===== src/verilog/timer_irq_levels_pkg.sv =====
// Package with the register map, field layouts and carrier types of the timer interrupt level block.
`default_nettype none
package timer_irq_levels_pkg;

    // Bus widths and response codes.
    localparam int unsigned ADDR_W      = 8;
    localparam int unsigned DATA_W      = 32;
    localparam int unsigned STRB_W      = DATA_W / 8;
    localparam logic [1:0]  RESP_OKAY   = 2'h0;
    localparam logic [1:0]  RESP_SLVERR = 2'h2;

    // Register byte offsets.
    localparam logic [ADDR_W-1:0] OFFS_SHORT_LEVELS = 8'h00;
    localparam logic [ADDR_W-1:0] OFFS_LONG_LEVELS  = 8'h04;
    localparam logic [ADDR_W-1:0] OFFS_LEVEL_ENABLE = 8'h08;
    localparam logic [ADDR_W-1:0] OFFS_ENABLE_FIVE  = 8'h0c;
    localparam logic [ADDR_W-1:0] OFFS_ENABLE_SIX   = 8'h10;
    localparam logic [ADDR_W-1:0] OFFS_WINNER       = 8'h14;

    // Source counts and field widths.
    localparam int unsigned LEVEL_W     = 2;
    localparam int unsigned SHORT_N     = 8;
    localparam int unsigned LONG_N      = 4;
    localparam int unsigned SRC_N       = SHORT_N + LONG_N;
    localparam int unsigned SRC_W       = 4;
    localparam int unsigned LEVEL_REG_W = 16;
    localparam int unsigned LONG_USED_W = LONG_N * LEVEL_W;

    // Reset values.
    localparam logic [LEVEL_REG_W-1:0] RESET_LEVELS       = 16'h0000;
    localparam logic                   RESET_LEVEL_ENABLE = 1'h0;
    localparam logic [SHORT_N-1:0]     RESET_ENABLE_FIVE  = 8'h00;
    localparam logic [LONG_N-1:0]      RESET_ENABLE_SIX   = 4'h0;

    // Encoded levels: 00 is level 1, 11 is level 4.
    localparam logic [LEVEL_W-1:0] LEVEL_ONE  = 2'h0;
    localparam logic [LEVEL_W-1:0] LEVEL_FOUR = 2'h3;

    // Region index of the register address, one word per register.
    typedef enum logic [2:0] {
        REG_SHORT_LEVELS = 3'b000,
        REG_LONG_LEVELS  = 3'b001,
        REG_LEVEL_ENABLE = 3'b010,
        REG_ENABLE_FIVE  = 3'b011,
        REG_ENABLE_SIX   = 3'b100,
        REG_WINNER       = 3'b101,
        REG_NONE         = 3'b111
    } reg_sel_type;

    // Result of priority resolution, also the readback layout of the winner register.
    typedef struct packed {
        logic               valid;
        logic [SRC_W-1:0]   source;
        logic [LEVEL_W-1:0] level;
    } winner_type;

    localparam int unsigned WINNER_W = $bits(winner_type);

endpackage
`default_nettype wire


===== src/verilog/timer_irq_priority_levels.sv =====
// Timer interrupt level registers with an AXI4-Lite slave and a level-based priority resolver.
`timescale 1ns/10ps
`default_nettype none

// Notes on behaviour
// - Each source has a two-bit level field where 00 means level 1 up to 11 meaning level 4.
// - Among pending enabled sources the one with the higher level value wins.
// - Writes to either level register take effect only while level control is enabled.
// - The 8-bit timer level register holds timer n in bits 2n+1 to 2n for n from 0 to 7.
// - The 16-bit timer level register holds timer n in bits 2n+1 to 2n for n from 0 to 3.
// - Reset clears every level field to 0 so every source starts at level 1.
// - 8-bit timer levels pair with enable group five and 16-bit timer levels with group six.
module timer_irq_priority_levels
(
    input  wire logic                                       aclk,
    input  wire logic                                       aresetn,
    input  wire logic [timer_irq_levels_pkg::ADDR_W-1:0]    s_axi_awaddr,
    input  wire logic                                       s_axi_awvalid,
    output logic                                            s_axi_awready,
    input  wire logic [timer_irq_levels_pkg::DATA_W-1:0]    s_axi_wdata,
    input  wire logic [timer_irq_levels_pkg::STRB_W-1:0]    s_axi_wstrb,
    input  wire logic                                       s_axi_wvalid,
    output logic                                            s_axi_wready,
    output logic [1:0]                                      s_axi_bresp,
    output logic                                            s_axi_bvalid,
    input  wire logic                                       s_axi_bready,
    input  wire logic [timer_irq_levels_pkg::ADDR_W-1:0]    s_axi_araddr,
    input  wire logic                                       s_axi_arvalid,
    output logic                                            s_axi_arready,
    output logic [timer_irq_levels_pkg::DATA_W-1:0]         s_axi_rdata,
    output logic [1:0]                                      s_axi_rresp,
    output logic                                            s_axi_rvalid,
    input  wire logic                                       s_axi_rready,
    input  wire logic [timer_irq_levels_pkg::SHORT_N-1:0]   short_timer_irq,
    input  wire logic [timer_irq_levels_pkg::LONG_N-1:0]    long_timer_irq,
    output logic [timer_irq_levels_pkg::LEVEL_REG_W-1:0]    short_levels,
    output logic [timer_irq_levels_pkg::LONG_USED_W-1:0]    long_levels,
    output timer_irq_levels_pkg::winner_type                winner
);

    ////////////////////////////////////////////////////////////////////////////////
    // Address decoding and byte-lane merging.

    // Maps a byte address onto the register it selects.
    function automatic timer_irq_levels_pkg::reg_sel_type decode_addr
    (
        input logic [timer_irq_levels_pkg::ADDR_W-1:0] addr
    );
        case (addr)
            timer_irq_levels_pkg::OFFS_SHORT_LEVELS: decode_addr = timer_irq_levels_pkg::REG_SHORT_LEVELS;
            timer_irq_levels_pkg::OFFS_LONG_LEVELS:  decode_addr = timer_irq_levels_pkg::REG_LONG_LEVELS;
            timer_irq_levels_pkg::OFFS_LEVEL_ENABLE: decode_addr = timer_irq_levels_pkg::REG_LEVEL_ENABLE;
            timer_irq_levels_pkg::OFFS_ENABLE_FIVE:  decode_addr = timer_irq_levels_pkg::REG_ENABLE_FIVE;
            timer_irq_levels_pkg::OFFS_ENABLE_SIX:   decode_addr = timer_irq_levels_pkg::REG_ENABLE_SIX;
            timer_irq_levels_pkg::OFFS_WINNER:       decode_addr = timer_irq_levels_pkg::REG_WINNER;
            default:                                 decode_addr = timer_irq_levels_pkg::REG_NONE;
        endcase
    endfunction

    // Replaces the bytes of a 16-bit register whose strobes are set.
    function automatic logic [15:0] merge_bytes
    (
        input logic [15:0] old_val,
        input logic [15:0] new_val,
        input logic [1:0]  strb
    );
        merge_bytes = {strb[1] ? new_val[15:8] : old_val[15:8],
                       strb[0] ? new_val[7:0]  : old_val[7:0]};
    endfunction

    ////////////////////////////////////////////////////////////////////////////////
    // Storage.

    logic [timer_irq_levels_pkg::ADDR_W-1:0]      aw_addr_r;
    logic                                         aw_held_r;
    logic [timer_irq_levels_pkg::DATA_W-1:0]      w_data_r;
    logic [timer_irq_levels_pkg::STRB_W-1:0]      w_strb_r;
    logic                                         w_held_r;
    logic [timer_irq_levels_pkg::LEVEL_REG_W-1:0] short_reg_r;
    logic [timer_irq_levels_pkg::LEVEL_REG_W-1:0] long_reg_r;
    logic                                         level_enable_r;
    logic [timer_irq_levels_pkg::SHORT_N-1:0]     enable_five_r;
    logic [timer_irq_levels_pkg::LONG_N-1:0]      enable_six_r;

    ////////////////////////////////////////////////////////////////////////////////
    // Write channel control.

    // A write completes once both address and data are held and no response is outstanding.
    timer_irq_levels_pkg::reg_sel_type wr_sel;
    logic                              wr_fire;
    logic                              wr_mapped;
    logic                              level_wr_ok;
    logic [timer_irq_levels_pkg::LEVEL_REG_W-1:0] short_reg_nxt;
    logic [timer_irq_levels_pkg::LEVEL_REG_W-1:0] long_reg_nxt;
    assign wr_sel      = decode_addr(aw_addr_r);
    assign wr_fire     = aw_held_r && w_held_r && !s_axi_bvalid;
    assign wr_mapped   = (wr_sel != timer_irq_levels_pkg::REG_NONE);
    assign level_wr_ok = wr_fire && level_enable_r;

    // Byte strobes 0 and 1 choose which halves of a level register are replaced.
    assign short_reg_nxt = merge_bytes(short_reg_r, w_data_r[15:0], w_strb_r[1:0]);
    assign long_reg_nxt  = merge_bytes(long_reg_r, w_data_r[15:0], w_strb_r[1:0]);

    // Accepts address and data in either order and returns one response per write.
    always_ff @(posedge aclk)
    begin
        if (!aresetn)
        begin
            s_axi_awready <= 1'b1;
            s_axi_wready  <= 1'b1;
            aw_held_r     <= 1'b0;
            w_held_r      <= 1'b0;
            aw_addr_r     <= '0;
            w_data_r      <= '0;
            w_strb_r      <= '0;
            s_axi_bvalid  <= 1'b0;
            s_axi_bresp   <= timer_irq_levels_pkg::RESP_OKAY;
        end
        else
        begin
            if (s_axi_awvalid && s_axi_awready)
            begin
                aw_addr_r     <= s_axi_awaddr;
                aw_held_r     <= 1'b1;
                s_axi_awready <= 1'b0;
            end
            if (s_axi_wvalid && s_axi_wready)
            begin
                w_data_r     <= s_axi_wdata;
                w_strb_r     <= s_axi_wstrb;
                w_held_r     <= 1'b1;
                s_axi_wready <= 1'b0;
            end
            if (wr_fire)
            begin
                aw_held_r    <= 1'b0;
                w_held_r     <= 1'b0;
                s_axi_bvalid <= 1'b1;
                s_axi_bresp  <= wr_mapped ? timer_irq_levels_pkg::RESP_OKAY : timer_irq_levels_pkg::RESP_SLVERR;
            end
            if (s_axi_bvalid && s_axi_bready)
            begin
                s_axi_bvalid  <= 1'b0;
                s_axi_awready <= 1'b1;
                s_axi_wready  <= 1'b1;
            end
        end
    end

    ////////////////////////////////////////////////////////////////////////////////
    // Register file.

    // Level registers reset to level 1 everywhere and change only while level control is on.
    always_ff @(posedge aclk)
    begin
        if (!aresetn)
        begin
            short_reg_r    <= timer_irq_levels_pkg::RESET_LEVELS;
            long_reg_r     <= timer_irq_levels_pkg::RESET_LEVELS;
            level_enable_r <= timer_irq_levels_pkg::RESET_LEVEL_ENABLE;
            enable_five_r  <= timer_irq_levels_pkg::RESET_ENABLE_FIVE;
            enable_six_r   <= timer_irq_levels_pkg::RESET_ENABLE_SIX;
        end
        else
        begin
            if (level_wr_ok && wr_sel == timer_irq_levels_pkg::REG_SHORT_LEVELS)
            begin
                short_reg_r <= short_reg_nxt;
            end
            if (level_wr_ok && wr_sel == timer_irq_levels_pkg::REG_LONG_LEVELS)
            begin
                long_reg_r <= long_reg_nxt;
            end
            if (wr_fire && w_strb_r[0] && wr_sel == timer_irq_levels_pkg::REG_LEVEL_ENABLE)
            begin
                level_enable_r <= w_data_r[0];
            end
            if (wr_fire && w_strb_r[0] && wr_sel == timer_irq_levels_pkg::REG_ENABLE_FIVE)
            begin
                enable_five_r <= w_data_r[timer_irq_levels_pkg::SHORT_N-1:0];
            end
            if (wr_fire && w_strb_r[0] && wr_sel == timer_irq_levels_pkg::REG_ENABLE_SIX)
            begin
                enable_six_r <= w_data_r[timer_irq_levels_pkg::LONG_N-1:0];
            end
        end
    end

    ////////////////////////////////////////////////////////////////////////////////
    // Read channel.

    // Each register widened to the bus word, so unused upper bits always read as zero.
    logic [timer_irq_levels_pkg::DATA_W-1:0] short_word;
    logic [timer_irq_levels_pkg::DATA_W-1:0] long_word;
    logic [timer_irq_levels_pkg::DATA_W-1:0] level_enable_word;
    logic [timer_irq_levels_pkg::DATA_W-1:0] enable_five_word;
    logic [timer_irq_levels_pkg::DATA_W-1:0] enable_six_word;
    logic [timer_irq_levels_pkg::DATA_W-1:0] winner_word;
    assign short_word        = {16'h0000, short_reg_r};
    assign long_word         = {16'h0000, long_reg_r};
    assign level_enable_word = {31'h00000000, level_enable_r};
    assign enable_five_word  = {24'h000000, enable_five_r};
    assign enable_six_word   = {28'h0000000, enable_six_r};
    assign winner_word       = {25'h0000000, winner};

    // Read data is chosen from the address as the request is taken.
    timer_irq_levels_pkg::reg_sel_type rd_sel;
    logic [timer_irq_levels_pkg::DATA_W-1:0] rd_word;
    assign rd_sel  = decode_addr(s_axi_araddr);
    assign rd_word =
        (rd_sel == timer_irq_levels_pkg::REG_SHORT_LEVELS) ? short_word :
        (rd_sel == timer_irq_levels_pkg::REG_LONG_LEVELS)  ? long_word :
        (rd_sel == timer_irq_levels_pkg::REG_LEVEL_ENABLE) ? level_enable_word :
        (rd_sel == timer_irq_levels_pkg::REG_ENABLE_FIVE)  ? enable_five_word :
        (rd_sel == timer_irq_levels_pkg::REG_ENABLE_SIX)   ? enable_six_word :
        (rd_sel == timer_irq_levels_pkg::REG_WINNER)       ? winner_word :
                                                             32'h00000000;

    // One read at a time; the data answer follows the address handshake by one cycle.
    always_ff @(posedge aclk)
    begin
        if (!aresetn)
        begin
            s_axi_arready <= 1'b1;
            s_axi_rvalid  <= 1'b0;
            s_axi_rdata   <= '0;
            s_axi_rresp   <= timer_irq_levels_pkg::RESP_OKAY;
        end
        else if (s_axi_arvalid && s_axi_arready)
        begin
            s_axi_arready <= 1'b0;
            s_axi_rvalid  <= 1'b1;
            s_axi_rdata   <= rd_word;
            s_axi_rresp   <= (rd_sel == timer_irq_levels_pkg::REG_NONE) ?
                             timer_irq_levels_pkg::RESP_SLVERR : timer_irq_levels_pkg::RESP_OKAY;
        end
        else if (s_axi_rvalid && s_axi_rready)
        begin
            s_axi_rvalid  <= 1'b0;
            s_axi_arready <= 1'b1;
        end
    end

    ////////////////////////////////////////////////////////////////////////////////
    // Priority resolution.

    // Flattened per-source levels and pending-and-enabled requests; short timers first.
    logic [timer_irq_levels_pkg::LEVEL_W-1:0] src_level [timer_irq_levels_pkg::SRC_N];
    logic [timer_irq_levels_pkg::SRC_N-1:0]   src_req;

    // Each timer takes two bits at 2n+1..2n of its register.
    genvar g;
    generate
        for (g = 0; g < timer_irq_levels_pkg::SHORT_N; g++)
        begin : g_short
            assign src_level[g] = short_reg_r[2*g +: timer_irq_levels_pkg::LEVEL_W];
            assign src_req[g]   = short_timer_irq[g] && enable_five_r[g];
        end
        for (g = 0; g < timer_irq_levels_pkg::LONG_N; g++)
        begin : g_long
            assign src_level[timer_irq_levels_pkg::SHORT_N+g] =
                long_reg_r[2*g +: timer_irq_levels_pkg::LEVEL_W];
            assign src_req[timer_irq_levels_pkg::SHORT_N+g] = long_timer_irq[g] && enable_six_r[g];
        end
    endgenerate

    // Highest level wins; on a tie the lower source number keeps the win.
    timer_irq_levels_pkg::winner_type winner_nxt;
    always_comb
    begin
        winner_nxt = '0;
        for (int i = 0; i < timer_irq_levels_pkg::SRC_N; i++)
        begin
            if (src_req[i] && (!winner_nxt.valid || src_level[i] > winner_nxt.level))
            begin
                winner_nxt.valid  = 1'b1;
                winner_nxt.source = i[timer_irq_levels_pkg::SRC_W-1:0];
                winner_nxt.level  = src_level[i];
            end
        end
    end

    // Registered outputs toward the interrupt acceptance logic.
    always_ff @(posedge aclk)
    begin
        if (!aresetn)
        begin
            winner       <= '0;
            short_levels <= timer_irq_levels_pkg::RESET_LEVELS;
            long_levels  <= '0;
        end
        else
        begin
            winner       <= winner_nxt;
            short_levels <= short_reg_r;
            long_levels  <= long_reg_r[timer_irq_levels_pkg::LONG_USED_W-1:0];
        end
    end

endmodule
`default_nettype wire


===== config.mk =====
export PLATFORM = sky130hd
export DESIGN_NAME = timer_irq_priority_levels
export DESIGN_NICKNAME = d
export VERILOG_FILES = /design/src/verilog/timer_irq_levels_pkg.sv /design/src/verilog/timer_irq_priority_levels.sv
export SDC_FILE = /design/constraint.sdc
export NUM_CORES = 1
export LEC_CHECK = 0
export BUFFER_PORTS_ARGS = -buffer_cell sky130_fd_sc_hd__buf_2
export CORE_ASPECT_RATIO = 0.5
export CORE_UTILIZATION = 50
export DETAILED_ROUTE_END_ITERATION = 8
export PLACE_DENSITY_LB_ADDON = 0.08
export REMOVE_ABC_BUFFERS = 1
export SLEW_MARGIN = 25
export SYNTH_ARGS = -nofsm -noshare
export SYNTH_HDL_FRONTEND = slang
export SYNTH_SLANG_ARGS = --single-unit

===== constraint.sdc =====
create_clock -name aclk -period 30.9 [get_ports aclk]
set_input_delay 4.635 -clock aclk [delete_from_list [all_inputs] [get_ports aclk]]
set_output_delay 4.635 -clock aclk [all_outputs]
set_load 0.1 [all_outputs]

Word-level counts from Yosys, hierarchy flattened
Cells that the tools add are included.
W data, S select, Z words.

cells by class
  order comparisons = 11
  eq/ne operators = 21
  multiplexer cells = 26
  bitwise operators = 1
  reduce and logical (&&, ||, !) cells = 72

operators with widths
  cell                  count
  $mux W7               14
  $logic_and A1 B1 Y1   37
  $pmux W3 S6           2
  $eq A8 B4 Y1 const B  4
  $eq A8 B5 Y1 const B  4
  $mux W16              2
  $gt A2 B2 Y1          11
  $eq A8 B3 Y1 const B  2
  $logic_not A8 Y1      2
  $mux W8               2
  $eq A3 B2 Y1 const B  4
  $eq A3 B3 Y1 const B  4
  $logic_not A1 Y1      12
  $logic_or A1 B1 Y1    11
  $reduce_and A2 Y1     4
  $eq A3 B1 Y1 const B  2
  $logic_not A3 Y1      2
  $reduce_or A5 Y1      1
  $mux W1               4
  $mux W2               2
  $reduce_or A2 Y1      2
  $ne A3 B3 Y1 const B  1
  $reduce_bool A2 Y1    1
  $not A1 Y1            1

word-level totals
  register bits = 145
  input port bits = 71
  output and inout bits = 72
  word-level logic and storage cells = 157

Longest topological paths before layout
  depth after elaboration = 46
  mapped depth = 77

Worst setup path after synthesis
OpenSTA, ideal clock, no wires.

  path type = input -> register
  start point = in short_timer_irq[0] in the netlist's numbering
  end point = reg winner[0] in the netlist's numbering
  library setup time = 0.083 ns
  data arrival time = 16.927 ns
  required time = 30.817 ns
  path slack = 13.890 ns
  stages on the path = 71
  cells stage by stage = and2_1 nand2_1 ha_1 nor2b_1 o2111a_1 o21ai_0 and2_1 ha_1 nor2b_1 o2111ai_1 and2_1 a21o_1 ha_1 nor2b_1 o21ai_0 a21oi_4 a311oi_4 a21oi_1 [... 35 more ...] a21o_1 clkbuf_1 nor2_1 a21oi_1 inv_1 ha_1 nor2b_1 o21ai_0 nand2_1 nand3_1 mux2i_1 ha_1 a21oi_1 a21oi_1 o21bai_1 and2_1 nand2_1 o221ai_1

between the ends
  longest elaborated chain between the ends = 46

ends and longest elaborated chain
  element                                                  line                              text
  start: declaration                                       timer_irq_priority_levels.sv:34   input wire logic [timer_irq_levels_pkg::SHORT_N-1:0] short_timer_irq,
  $logic_and A1 B1 Y1 *                                    timer_irq_priority_levels.sv:257  assign src_req[g] = short_timer_irq[g] && enable_five_r[g];
  $mux W7 *                                                timer_irq_priority_levels.sv:274  if (src_req[i] && (!winner_nxt.valid || src_level[i] > winner_nxt.level))
  $gt A2 B2 Y1 / $logic_not A1 Y1 (equally long branches)  timer_irq_priority_levels.sv:274
  $logic_or A1 B1 Y1                                       timer_irq_priority_levels.sv:274
  $logic_and A1 B1 Y1                                      timer_irq_priority_levels.sv:274
  $mux W7 *                                                timer_irq_priority_levels.sv:274
  $gt A2 B2 Y1 / $logic_not A1 Y1 (equally long branches)  timer_irq_priority_levels.sv:274
  $logic_or A1 B1 Y1                                       timer_irq_priority_levels.sv:274
  [... 30 more ...]                                        -
  $gt A2 B2 Y1 / $logic_not A1 Y1 (equally long branches)  timer_irq_priority_levels.sv:274
  $logic_or A1 B1 Y1                                       timer_irq_priority_levels.sv:274
  $logic_and A1 B1 Y1                                      timer_irq_priority_levels.sv:274
  $mux W7 *                                                timer_irq_priority_levels.sv:274
  $gt A2 B2 Y1 / $logic_not A1 Y1 (equally long branches)  timer_irq_priority_levels.sv:274
  $logic_or A1 B1 Y1                                       timer_irq_priority_levels.sv:274
  $logic_and A1 B1 Y1                                      timer_irq_priority_levels.sv:274
  $mux W7 *                                                timer_irq_priority_levels.sv:274
  end signal: assignment                                   timer_irq_priority_levels.sv:294  winner <= winner_nxt;
  end: declaration                                         timer_irq_priority_levels.sv:38   output timer_irq_levels_pkg::winner_type winner

Mark *: on every way between the ends. The rest lies on a longest branch, timed or not.
A chain may end at the register's enable or synchronous reset.

Worst setup path after layout
Ends and elaborated chain as after synthesis.

==> flow_metrics.tcl <==
set metrics [dict create \
    relSlewSlack_pct 35.5 \
    clockRootBuffer "clkbuf_16" \
    rows 27 \
    drv_slew 0 \
    yosysWarnings 0 \
    grt_pass1_wl_um 24600 \
    setup_violations 0 \
    vias 5287 \
    clock_sinks 127 \
    drive_gt1_share_pct 18.9 \
    clock_latency_ns 0.42 \
    max_stage_delay_ns 0.48 \
    antenna_found_initial 0 \
    synthFlopType "dfxtp_1" \
    timing.final.crit_share_pct 60.1 \
    htree_levels 4 \
    core_region_area_sq_um 11200 \
    clock_skew_ns 0.00886 \
    numCtsBuffers 17 \
    power_density_nw_per_um2 60.4 \
    crit_top_cell "ha_1" \
    irDropWorstVdd_mv 0.0361 \
    ctsResizeCount 0 \
    drt_first_pass_iters 5 \
    drt_iter0_drc 340 \
    overflow 0 \
    syn_area_sq_um 5830 \
    cp-startpoint "short_timer_irq[0]" \
    startpoint_type "primary input" \
    tns_ns 0 \
    min_path_type "register to register" \
    clockBufferDepth 2 \
    ys_seq_elements 127 \
    routedWlPerCell_um 15.7 \
    syn2layout_area_growth_pct 20.3 \
    r2r_cells 70 \
    arrival_ns 18.90 \
    synth_area_per_cell_sq_um 8.01 \
    outcome "finished clean" \
    netlist_instances 728 \
    finalHoldViolations 0 \
    dieArea_sq_um 12100 \
    wl_um 15700 \
    drc 0 \
    start_util_pct 52.1 \
    p_leak_nw 3.00 \
    rsz0062_at_grt "no" \
    ys_async_sr_fraction_pct 0 \
    boundaryPins 143 \
    die_x_um 155 \
    finalNetCount 913 \
    worstReg2RegStart "enable_five_r[0]" \
    tritoncts "done" \
    max_freq_mhz 53.9 \
    path_class "primary input to register" \
    dp_slack_ns 12.27 \
    viasPerCell 5.31 \
    ys_types 59 \
    end_kind "register" \
    cap_violations 0 \
    n_antenna_cell 0 \
    cp_data_required_time_ns 31.23 \
    cp_slowest_cell "or3b_2" \
    cp_max_fo 9 \
    synth_edf_count 0 \
    antenna_left 0 \
    ys_seq_area_share_pct 43.6 \
    holdBufCountCts 0 \
    grt_max_degree 65 \
    fillers 1039 \
    grt_pass1_vias 4615 \
    place.gp.congestion 0.956 \
    period_minus_slack_ns 18.56 \
    grt_usage_pct 27.0 \
    die_h_um 78.4 \
    cts_setup_buffers 0 \
    endpoint "winner[0]" \
    cts.clk_slew.worst_paths_ns 0.06 \
    postLayoutSetupSlackWorst_ns 12.34 \
    worst_r2r_endpoint "winner[0]" \
    worst_slew_pin_slew_ns 0.965 \
    r2r_slack_ns 16.23 \
    dp_hpwl_um 11200 \
    port_buffers 106 \
]
per-stage QoR:
stage / util [%] / std cells / power, mW / hold slack (ns) / instance area [sq um]
final: 62.7 / 995 / 0.424 / 0.448 / 7010
after global routing: 62.7 / 995 / 0.437 / 0.466 / 7010
after detailed placement: 57.1 / 963 / 0.216 / 0.443 / 6390
after CTS: 62.7 / 995 / 0.426 / 0.451 / 7010
after global placement: 57.1 / 963 / 0.216 / 0.439 / 6390
after floorplan: - / 695 / 0.206 / 0.432 / 5640
cell type report:
cell class	instances	area (sq um)	area share [%]
clock buffers	19	433	6.17
clock inverters	13	190	2.71
inverters	23	86.3	1.23
multi-input cells	545	3010	42.9
flip-flops and latches	127	2540	36.3
well taps	159	199	2.84
repair buffers	109	553	7.89
synthesized netlist by cell type (2+ instances only):
master	count	area, sq um
or2_2	5	31.3
buf_4	18	135
a21oi_1	95	475
nand3b_1	2	15.0
mux2_2	2	22.5
nor3_1	17	85.1
o211ai_2	3	37.5
a221oi_1	10	87.6
o21a_1	2	15.0
and3_1	6	37.5
o2111a_1	2	22.5
a22oi_1	6	45.0
o21ai_0	18	90.1
o22ai_1	4	25.0
nand2_1	155	582
nand2b_1	4	25.0
nor2b_1	11	68.8
nor2_1	61	229
o2111ai_1	4	35.0
clkbuf_1	28	105
a31oi_1	3	18.8
ha_1	19	238
mux2i_1	18	180
and4_1	2	17.5
buf_1	3	11.3
inv_1	22	82.6
dfxtp_1	127	2540
a21o_1	3	22.5
o211ai_1	5	37.5
nand3_1	21	105
and2_1	21	131
a211oi_1	4	30.0
power by group:
group / switching, mW / internal, mW
logic: 0.0340 / 0.00749
clock network: 0.0758 / 0.135
registers: 0.00328 / 0.168
kinds of logic after synthesis:
kind of cell / Yosys count / share of synthesized area [%]
fa+ha+maj: 19 / 4.08
simple gates: 312 / 23.7
mux: 20 / 3.48
buf+inv: 73 / 5.88
other cells: 1 / 0.0643
compound gates: 176 / 19.1
flops: 127 / 43.6
flip-flops by register name, summed over array words and instances (netlist names):
register,count
s_axi_bvalid,1
long_reg_r,16
s_axi_rresp,1
s_axi_rdata,16
winner,7
short_levels,16
aw_addr_r,8
s_axi_awready,1
short_reg_r,16
level_enable_r,1
w_data_r,16
s_axi_rvalid,1
enable_six_r,4
s_axi_arready,1
aw_held_r,1
w_strb_r,2
s_axi_bresp,1
s_axi_wready,1
enable_five_r,8
w_held_r,1
long_levels,8
layout by cell type, fill, tap and decap left out, types with 19 or more instances in the layout:
cell type | netlist | final
a21oi_1 | 95 | 95
and2_1 | 21 | 21
buf_2 | 1 | 106
dfxtp_1 | 127 | 127
ha_1 | 19 | 19
inv_1 | 22 | 22
nand2_1 | 155 | 155
nand3_1 | 21 | 21
nor2_1 | 61 | 61
worst max-delay path: cells and delay by family:
kind,cells,cell delay (ns)
AOI/OAI and AO/OA,27,5.81
adders and majority gates,11,2.97
buffers and inverters,3,0.26
muxes,3,0.93
and+or+nand+nor,27,4.30
routing by layer:
metal	up-vias	GRT usage, %	share of wire, %
li1	2666	-	-
met2	179	38.8	40
met1	2423	39.4	51
met4	0	8.42	1.2
met3	19	6.74	7.1
met5	-	0	0
worst min path at each step:
stage / from / end / slack (ns) / cells after the start
finish: s_axi_rdata[4] / s_axi_rdata[4] / 0.45 / 2
detailed placement: long_reg_r[10] / long_reg_r[10] / 0.44 / 2
CTS: long_reg_r[10] / long_reg_r[10] / 0.45 / 2
floorplan: long_reg_r[10] / long_reg_r[10] / 0.43 / 2
global route: s_axi_rdata[5] / s_axi_rdata[5] / 0.47 / 2
global placement: s_axi_rresp[1] / s_axi_rresp[1] / 0.44 / 2
Power figures use the tool's default switching activity.
